File: src/core/brp_pkg.sv
// Package for the request-driven BCD result port: timing constants and widths.
// Assumes a 20 MHz core clock.
package brp_pkg;
  localparam int unsigned CLK_HZ = 20000000;
  localparam int unsigned DIGITS = 5;
  localparam int unsigned DATA_W = 4 * DIGITS;
  // Times in milliseconds
  localparam int unsigned T_SAMPLE_MS = 30;
  localparam int unsigned T_VALID_MS = 40;
  localparam int unsigned T_RELEASE_MS = 16;
  localparam int unsigned T_REPEAT_MS = 64;
  localparam int unsigned T_SPACING_MS = 20;
  // Cycle counts derived from the rate
  localparam int unsigned CYC_PER_MS = CLK_HZ / 1000;
  localparam int unsigned C_SAMPLE = T_SAMPLE_MS * CYC_PER_MS;
  localparam int unsigned C_VALID = T_VALID_MS * CYC_PER_MS;
  localparam int unsigned C_RELEASE = T_RELEASE_MS * CYC_PER_MS;
  localparam int unsigned C_REPEAT = T_REPEAT_MS * CYC_PER_MS;
  localparam int unsigned CNT_W = 21;
  localparam logic [DATA_W-1:0] DATA_RST = 20'h00000;
  typedef enum logic [2:0] {BRP_IDLE, BRP_WAIT, BRP_VALID, BRP_HOLD, BRP_GAP} brp_state_t;
endpackage

File: src/core/brp_port.sv
// Request-driven parallel BCD result port: samples on request, strobes valid,
// releases data, repeats while request is held. Assumes i_meas is a coherent
// BCD word from logic on i_clk; i_req and i_freeze come from pins.
// MS_CYCLES sets the timebase; its default gives the real millisecond spans.
// Functional notes
// - No BCD data is driven unless the outside requester has raised the request.
// - About 30 ms after the request rises a sample is taken and valid is asserted.
// - In single sampling valid drops after 40 ms and the data release 16 ms later.
// - While request stays high a new measurement is presented every 64 ms.
// - Freeze during a word change holds one whole word, never a mixture.
`timescale 1ns/1ps
module brp_port
  import brp_pkg::*;
#(
  parameter int unsigned MS_CYCLES = brp_pkg::CYC_PER_MS // Clock cycles per millisecond
)
(
  input wire logic i_clk, // 20 MHz clock
  input wire logic i_resetn, // Async reset, active low
  input wire logic i_req, // Measurement request pin
  input wire logic i_freeze, // Freeze (hold) pin
  input wire logic [brp_pkg::DATA_W-1:0] i_meas, // Current measured BCD value
  output logic [brp_pkg::DATA_W-1:0] o_bcd, // BCD digits
  output logic o_bcd_en, // High while digits are driven
  output logic o_valid // Result valid strobe
);
  import brp_pkg::*;

  // Cycle counts follow the timebase, so a bench may run a faster one
  localparam int unsigned SAMPLE_CYC = T_SAMPLE_MS * MS_CYCLES;
  localparam int unsigned VALID_CYC = T_VALID_MS * MS_CYCLES;
  localparam int unsigned RELEASE_CYC = T_RELEASE_MS * MS_CYCLES;
  localparam int unsigned REPEAT_CYC = T_REPEAT_MS * MS_CYCLES;
  localparam int unsigned GAP_CYC = REPEAT_CYC - VALID_CYC;
  localparam int unsigned N_PINS = 2;

  logic [N_PINS-1:0] pin_raw;
  wire [N_PINS-1:0] pin_sync;
  logic req_sync;
  logic frz_sync;

  logic req_dly_q;
  logic req_dly_d;
  logic req_rise;

  brp_state_t state_q;
  brp_state_t state_d;
  logic [CNT_W-1:0] cnt_q;
  logic [CNT_W-1:0] cnt_d;
  logic en_q;
  logic en_d;
  logic valid_q;
  logic valid_d;
  logic load;

  logic [DATA_W-1:0] word;
  logic [DATA_W-1:0] bcd_q;
  logic [DATA_W-1:0] bcd_d;

  assign pin_raw = {i_freeze, i_req};

  // Both pins are asynchronous: two flops each before any logic reads them
  for (genvar p = 0; p < N_PINS; p++) begin : g_sync
    logic s1_q;
    logic s1_d;
    logic s2_q;
    logic s2_d;
    always_comb begin
      s1_d = pin_raw[p];
      s2_d = s1_q;
    end
    always_ff @(posedge i_clk or negedge i_resetn) begin
      if (!i_resetn) begin
        s1_q <= 1'b0;
        s2_q <= 1'b0;
      end else begin
        s1_q <= s1_d;
        s2_q <= s2_d;
      end
    end
    assign pin_sync[p] = s2_q;
  end

  assign req_sync = pin_sync[0];
  assign frz_sync = pin_sync[1];

  // Edge stage rests low like the idle pin, so no false edge after reset
  always_comb begin
    req_dly_d = req_sync;
  end

  always_ff @(posedge i_clk or negedge i_resetn) begin
    if (!i_resetn) begin
      req_dly_q <= 1'b0;
    end else begin
      req_dly_q <= req_dly_d;
    end
  end

  assign req_rise = req_sync && !req_dly_q;

  always_comb begin
    state_d = state_q;
    cnt_d = cnt_q;
    en_d = en_q;
    valid_d = valid_q;
    load = 1'b0;
    unique case (state_q)
      BRP_IDLE: begin
        // Edges are only taken here; a cycle in progress is never restarted
        if (req_rise) begin
          state_d = BRP_WAIT;
          cnt_d = CNT_W'(SAMPLE_CYC - 1);
        end
      end
      BRP_WAIT: begin
        if (cnt_q == '0) begin
          load = !frz_sync; // Frozen: keep last whole word
          en_d = 1'b1;
          valid_d = 1'b1;
          state_d = BRP_VALID;
          cnt_d = CNT_W'(VALID_CYC - 1);
        end else begin
          cnt_d = cnt_q - CNT_W'(1);
        end
      end
      BRP_VALID: begin
        // Request level at the strobe end picks repeat or release
        if (cnt_q == '0) begin
          valid_d = 1'b0;
          if (req_sync) begin
            state_d = BRP_GAP;
            cnt_d = CNT_W'(GAP_CYC - 1);
          end else begin
            state_d = BRP_HOLD;
            cnt_d = CNT_W'(RELEASE_CYC - 1);
          end
        end else begin
          cnt_d = cnt_q - CNT_W'(1);
        end
      end
      BRP_HOLD: begin
        if (cnt_q == '0) begin
          en_d = 1'b0;
          state_d = BRP_IDLE;
        end else begin
          cnt_d = cnt_q - CNT_W'(1);
        end
      end
      BRP_GAP: begin
        // Strobe low here, so the word may change safely
        if (!req_sync) begin
          state_d = BRP_HOLD;
          cnt_d = CNT_W'(RELEASE_CYC - 1);
        end else if (cnt_q == '0) begin
          load = !frz_sync;
          valid_d = 1'b1;
          state_d = BRP_VALID;
          cnt_d = CNT_W'(VALID_CYC - 1);
        end else begin
          cnt_d = cnt_q - CNT_W'(1);
        end
      end
      default: begin
        // Unused state codes fall back to a quiet idle
        state_d = BRP_IDLE;
        cnt_d = '0;
        en_d = 1'b0;
        valid_d = 1'b0;
      end
    endcase
  end

  always_ff @(posedge i_clk or negedge i_resetn) begin
    if (!i_resetn) begin
      state_q <= BRP_IDLE;
      cnt_q <= '0;
      en_q <= 1'b0;
      valid_q <= 1'b0;
    end else begin
      state_q <= state_d;
      cnt_q <= cnt_d;
      en_q <= en_d;
      valid_q <= valid_d;
    end
  end

  // Word loads with valid rising, so it is steady through the strobe
  brp_word_reg u_word (
    .i_clk(i_clk),
    .i_resetn(i_resetn),
    .i_load(load),
    .i_data(i_meas),
    .o_data(word)
  );

  // Digit lines leave a flop; off state reads as zero
  // Mirrors the word register so lines and enable move on the same edge
  always_comb begin
    if (!en_d) begin
      bcd_d = DATA_RST;
    end else if (load) begin
      bcd_d = i_meas;
    end else begin
      bcd_d = word;
    end
  end

  always_ff @(posedge i_clk or negedge i_resetn) begin
    if (!i_resetn) begin
      bcd_q <= DATA_RST;
    end else begin
      bcd_q <= bcd_d;
    end
  end

  assign o_bcd = bcd_q;
  assign o_bcd_en = en_q;
  assign o_valid = valid_q;
endmodule

File: src/core/brp_word_reg.sv
// Word register that loads only on a load strobe, so its output is never a mix.
// Assumes load and data are on the same clock.
`timescale 1ns/1ps
module brp_word_reg
  import brp_pkg::*;
(
  input wire logic i_clk, // Core clock
  input wire logic i_resetn, // Async reset, active low
  input wire logic i_load, // Load strobe
  input wire logic [brp_pkg::DATA_W-1:0] i_data, // Word to load
  output logic [brp_pkg::DATA_W-1:0] o_data // Registered word
);
  logic [DATA_W-1:0] word_q;
  logic [DATA_W-1:0] word_d;
  always_comb begin
    word_d = i_load ? i_data : word_q;
  end
  always_ff @(posedge i_clk or negedge i_resetn) begin
    if (!i_resetn) begin
      word_q <= DATA_RST;
    end else begin
      word_q <= word_d;
    end
  end
  assign o_data = word_q;
endmodule

File: config.mk
export PLATFORM = sky130hd
export DESIGN_NAME = brp_port
export DESIGN_NICKNAME = d
export VERILOG_FILES = /design/src/core/brp_pkg.sv /design/src/core/brp_port.sv /design/src/core/brp_word_reg.sv
export SDC_FILE = /design/constraint.sdc
export NUM_CORES = 1
export LEC_CHECK = 0
export BUFFER_PORTS_ARGS = -buffer_cell sky130_fd_sc_hd__buf_4
export CAP_MARGIN = 20
export CORE_ASPECT_RATIO = 1.25
export CORE_MARGIN = 2
export CORE_UTILIZATION = 30
export CTS_BUF_LIST = sky130_fd_sc_hd__clkbuf_2 sky130_fd_sc_hd__clkbuf_4 sky130_fd_sc_hd__clkbuf_8
export CTS_CLUSTER_DIAMETER = 100
export DETAILED_ROUTE_END_ITERATION = 10
export PLACE_DENSITY = 0.45
export SYNTH_ARGS = -nofsm -noshare
export SYNTH_HDL_FRONTEND = slang
export SYNTH_SLANG_ARGS = --single-unit
File: constraint.sdc
create_clock -name i_clk -period 7.2 [get_ports i_clk]
set_clock_uncertainty 0.2 [all_clocks]
set_input_delay 1.44 -clock i_clk [delete_from_list [all_inputs] [get_ports i_clk]]
set_output_delay 1.44 -clock i_clk [all_outputs]
set_load 0.005 [all_outputs]
### Yosys cells after proc, flatten, opt, wreduce, memory -nomap -nowiden

Cells that the tools add are included.

| word-level totals | value |
|---|---|
| logic and storage cells | 58 |
| flip-flop bits (word level) | 71 |
| input bits | 24 |
| output and inout port bits | 22 |

| operators by class | value |
|---|---|
| reduce and logical (&&, ||, !) cells | 10 |
| bitwise logic cells | 1 |
| muxes and demuxes | 26 |
| equal/unequal tests | 9 |
| add/sub/neg operators | 1 |

Operators with widths:

| operator | count |
|---|---|
| 21-bit 2-to-1 mux | 5 |
| 21-bit case mux with 5 select lines | 1 |
| 20-bit 2-to-1 mux | 2 |
| 21-bit zero test | 1 |
| 21-bit by 1-bit subtractor with 21-bit output, second input constant | 1 |
| 18-bit 2-to-1 mux | 1 |
| 3-bit 2-to-1 mux | 6 |
| 3-bit case mux with 5 select lines | 1 |
| 2-bit != test, second input constant | 5 |
| 1-bit 2-to-1 mux | 7 |
| 3-bit by 2-bit equality test with 1-bit output, second input constant | 2 |
| 3-bit AND reduction | 2 |
| 1-bit case mux with 4 select lines | 1 |
| 3-bit by 1-bit equality test with 1-bit output, second input constant | 1 |
| 3-bit equality test, second input constant | 1 |
| 3-bit zero test | 1 |
| 1-bit case mux with 3 select lines | 1 |
| 3-bit OR reduction | 1 |
| 1-bit zero test | 2 |
| 1-bit case mux with 2 select lines | 1 |
| 2-bit AND reduction | 1 |
| 2-bit OR reduction | 1 |
| 1-bit logical AND | 1 |
| 1-bit NOT | 1 |

### Logic depth before layout (Yosys ltp)

| depth | value |
|---|---|
| depth after elaboration | 6 |
| gate-level depth with buffers | 10 |
| mapped depth without buffers | 8 |

### Cells and area by module

Synthesis repeated with hierarchy kept, for this count alone.

| second synthesis, totals | value |
|---|---|
| cells, all modules | 388 |
| area total of the unflattened synthesis | 3903.7 µm² |

Modules (own cells, without submodules):

| module | cells an instance | sequential area each (µm²) | times used | area an instance (µm²) |
|---|---|---|---|---|
| brp_port | 346 | 1276.2 | 1 | 3080.5 |
| brp_word_reg | 42 | 500.5 | 1 | 823.3 |

### Worst setup path before layout

No wires, ideal clock.

| path | value |
|---|---|
| path type | flip-flop to flip-flop |
| start point | reg cnt_q[13] |
| end point | reg bcd_q[10] (netlist: o_bcd[10]) |
| data required time | 6.927 ns |
| buffers on the path | 3 |
| slack | 4.705 ns |
| stages on the path, launching flop included | 10 |
| data arrival time | 2.222 ns |
| setup time | 0.073 ns |
| clock period less this slack | 2.495 ns |
| cell sequence | dfrtp_1 -> or4_1 -> buf_2 -> and3b_1 -> buf_4 -> nand2_4 -> or3_4 -> and2_4 -> buf_6 -> a21oi_2 |

| between the ends | value |
|---|---|
| cells in the longest elaborated chain, start to end | 6 |
| elaborated cells on any way between the ends | 9 |
| classes of those cells | 8 x mux; 1 x reduce/logical |

RTL lines:

| element | line | RTL |
|---|---|---|
| from (decl) | brp_port.sv:48 | `logic [CNT_W-1:0] cnt_q;` |
| from (signal assigned) | brp_port.sv:182 | `cnt_q <= cnt_d;` |
| 21-bit zero test (*) | brp_port.sv:117, brp_port.sv:143, brp_port.sv:155 |  |
| 1-bit 2-to-1 mux | brp_port.sv:117, brp_port.sv:155 |  |
| 1-bit 2-to-1 mux | brp_port.sv:152 | `if (!req_sync) begin` |
| 1-bit case mux with 2 select lines | brp_port.sv:108 | `unique case (state_q)` |
| 20-bit 2-to-1 mux | brp_port.sv:202 | `end else if (load) begin` |
| 20-bit 2-to-1 mux (*) | brp_port.sv:200 | `if (!en_d) begin` |
| via bcd_d[10] | brp_port.sv:58 | `logic [DATA_W-1:0] bcd_d;` |
| to (signal assigned) | brp_port.sv:211 | `bcd_q <= DATA_RST;` |
| to (signal assigned) | brp_port.sv:213 | `bcd_q <= bcd_d;` |
| to (decl) | brp_port.sv:57 | `logic [DATA_W-1:0] bcd_q;` |

The timed path passes the listed nets; every way through them passes the cells marked *.
A chain may end at the register's enable or synchronous reset.

### Worst setup path after layout

| path | value |
|---|---|
| start point | reg state_q[0] |
| end point | reg bcd_q[17] (netlist: o_bcd[17]) |

| between the ends | value |
|---|---|
| cells in the longest elaborated chain, start to end | 4 |
| elaborated cells on any way between the ends | 10 |
| classes of those cells | 4 x eq/ne; 4 x mux; 2 x reduce/logical |

RTL lines:

| element | line | RTL |
|---|---|---|
| from (decl) | brp_port.sv:46 | `brp_state_t state_q;` |
| from (signal assigned) | brp_port.sv:181 | `state_q <= state_d;` |
| 3-bit equality test, or another cell as far along | brp_port.sv:108 |  |
| 3-bit OR reduction (no source line) or 1-bit case mux with 2 select lines (tied branches) | -- |  |
| 1-bit case mux with 3 select lines or 20-bit 2-to-1 mux (tied branches) | brp_port.sv:108, brp_port.sv:202 |  |
| 20-bit 2-to-1 mux (*) | brp_port.sv:200 |  |
| via bcd_d[17] | brp_port.sv:58 |  |

Marked as above.

==> impl_metrics.py <==
metrics = {
    "global_route": {
        "overflow": 0,
        "antenna_found_initial": 0,
        "grt_pass1_vias": 3321,
        "grt_max_degree": 72,
        "grt_pass1_wl_um": 17700,
        "grt_usage_pct": 17.3,
    },
    "clock_network": {
        "htreeDepth": 3,
        "cts_resized": 0,
        "clkTransAtPathRegs_ns": 0.08,
        "clkLatencyLatePin_ns": 0.35,
        "cts_buffers": 9,
        "clock_path_buffers": 2,
        "cts.sinks": 71,
        "cts_setup_buffers": 0,
        "cts.hold.buffers_added": 0,
        "cts_tree": "yes",
        "cts-root-buf": "clkbuf_8",
    },
    "setup_path": {
        "critPathKind": "flop to flop",
        "arrival_ns": 3.21,
        "path_max_fanout": 27,
        "required_ns": 7.22,
        "cp-end-kind": "flop",
        "reg2reg_depth": 6,
        "startpoint_type": "flop",
        "r2r-end": "o_bcd[17]$_DFF_PN0_",
        "worst-r2r-setup-slack_ns": 4.01,
        "timing.rr.start": "state_q[0]$_DFFE_PN0P_",
    },
    "logic_synthesis": {
        "synthFlopType": "dfrtp_1",
        "synth.area.top_cells": "dfrtp_1, nand2_1, a21oi_2",
        "avgSynthCellArea_um2": 8.82,
        "syn_nets": 446,
        "netlist.area_leader.share_pct": 48.0,
        "async_flop_share_pct": 100,
        "yosysSeqAreaShare_pct": 48.0,
        "synth_top_area_cell": "dfrtp_1",
        "ys_ff_latch": 71,
        "syn-cell-area_um2": 3700,
        "synth_cells": 420,
        "synth-edff-count": 0,
        "yosysWarnings": 0,
        "ys_types": 60,
    },
    "place": {
        "gp_congestion": 1.01,
        "dp_hpwl_um": 7490,
        "io_buffers": 45,
    },
    "routing": {
        "drc": 0,
        "dr.first_iter.drc_count": 287,
        "ant_nets": 0,
        "wl_um": 10800,
        "wl_per_cell_um": 17.3,
        "first_pass_iters": 5,
        "detail_route.vias_per_cell": 5.27,
        "num_vias": 3294,
    },
    "run": {
        "cap_violations": 0,
    },
    "sta": {
        "period_share_pct": 44.4,
        "final_max_slew_viol_count": 0,
        "period_needed_ns": 3.19,
        "final-setup-viol-count": 0,
        "rsz0062_at_grt": "no",
        "max_freq_mhz": 313,
        "tightest_slew_ns": 1.03,
        "hold_viol": 0,
        "max_slew_margin_pct": 30.7,
        "fin_tns_setup_ns": 0,
    },
    "worst_hold_path": {
        "hold_path.class": "flop to flop",
        "holdCritStartpoint": "g_sync[1].s1_q$_DFF_PN0_",
        "hold_path_depth": 0,
        "whs_endpoint": "frz_sync$_DFF_PN0_",
    },
    "floorplanning": {
        "die_y_um": 128,
        "die_w_um": 103,
        "start_util_pct": 30.6,
        "fp.dieArea_um2": 13300,
        "io_pins": 46,
        "rows": 45,
        "design.core.area_um2": 12100,
    },
    "pwr": {
        "p_leak_nw": 1.93,
        "ir_drop_v": 0.000102,
        "power_per_cell_area_nw_per_um2": 239,
    },
    "layout": {
        "layout_common_cells": "nand2_1, dfrtp_1, buf_4, o21ai_0, nor2_1",
        "post-route-util_pct": 36.2,
        "final_common_cell": "nand2_1",
        "drive_gt1_share_pct": 21.0,
        "layout.filler_cells": 1267,
        "fin_nets": 483,
        "area_growth_pct": 18.5,
        "antennaDiodeCount": 0,
    },
    "status": {
        "status": "complete, no violations",
    },
}
-- cells by family (layout without fill, tap and decap cells) --
logic type	Yosys count	after routing	share of synthesized area [%]
XOR/XNOR	5	5	1.18
adder cells (fa/ha/maj)	2	2	0.676
AO/OA/AOI/OAI	117	117	21.4
buffers and inverters	38	79	4.56
flip-flops	71	71	48.0
multiplexers	1	1	0.270
AND/OR/NAND/NOR	186	186	24.0
-- state kept, by name, indices dropped and copies added, names as in the netlist --
signal / count
o_bcd: 20
g_sync.s1_q: 2
g_sync.s2_q: 1
frz_sync: 1
o_bcd_en: 1
cnt_q: 21
req_dly_q: 1
o_valid: 1
state_q: 3
u_word.o_data: 20
-- synth_stat cells, types with 3 or more instances --
cell / number
a31oi_1: 5
o22ai_1: 3
o211ai_1: 4
o21ai_0: 31
a21oi_1: 24
clkbuf_1: 14
or4_1: 3
o221ai_1: 3
a21oi_2: 19
nor2_1: 30
nand2_1: 92
or3_1: 5
xnor2_1: 3
buf_2: 6
a211o_1: 5
nor3_1: 12
nand3_1: 17
inv_1: 13
o21a_1: 3
nor4_1: 4
dfrtp_1: 71
-- where the power goes --
part           leakage, nW  internal (mW)  total, mW  switching, mW
clock network        0.105          0.193      0.352          0.159
registers            0.827          0.438      0.503         0.0651
logic                0.998         0.0804      0.193          0.113
total                 1.93          0.711       1.05          0.337
-- worst max path at each step --
stage | from | end | slack [ns] | cells past startpoint
after floorplan | cnt_q[13]$_DFFE_PN0P_ | o_bcd[10]$_DFF_PN0_ | 4.70 | 9
final | state_q[0]$_DFFE_PN0P_ | o_bcd[17]$_DFF_PN0_ | 4.01 | 6
after CTS | cnt_q[7]$_DFFE_PN0P_ | o_bcd[17]$_DFF_PN0_ | 3.79 | 6
after detailed placement | cnt_q[7]$_DFFE_PN0P_ | o_bcd[5]$_DFF_PN0_ | 3.81 | 6
after global placement | cnt_q[7]$_DFFE_PN0P_ | o_bcd[4]$_DFF_PN0_ | 3.58 | 6
after global routing | cnt_q[8]$_DFFE_PN0P_ | o_bcd[19]$_DFF_PN0_ | 3.77 | 6
-- critical path, stage by stage (launching register included) --
cell and delay, ns:
dfrtp_1 0.96, nand2b_1 0.33, o21a_1 0.25, or2_2 0.37, or3_1 0.65, nand2_1 0.23, a21oi_2 0.06
-- layer usage --
metal | vias up | wire length (um) | GRT usage (%)
met1 | 1611 | 4630 | 22.3
met5 | - | 0 | 0
met3 | 28 | 531 | 3.54
li1 | 1553 | - | -
met4 | 0 | 347 | 7.59
met2 | 102 | 5270 | 27.7
-- final cells by class --
type                       instances  area (um2)  area share [%]
tap                              164         205            4.68
clock buffer                       9         124            2.82
timing repair buffer              50         377            8.58
multi-input combinational        311        1770            40.3
sequential                        71        1780            40.5
clock inverter                     6        86.3            1.97
inverter                          14        52.6            1.20
-- through the flow --
step           instance area (um2)  setup WS (ns)  std cells  power, mW  hold slack (ns)
2_1_floorplan                 3700           4.70        420      0.629            0.131
3_3_place_gp                  4160           3.58        608      0.701            0.133
3_5_place_dp                  4170           3.81        609      0.700            0.136
4_1_cts                       4380           3.79        624       1.06            0.153
5_1_grt                       4390           3.77        625       1.11            0.157
6_report                      4390           4.01        625       1.05            0.150
Power figures use the tool's default switching activity.
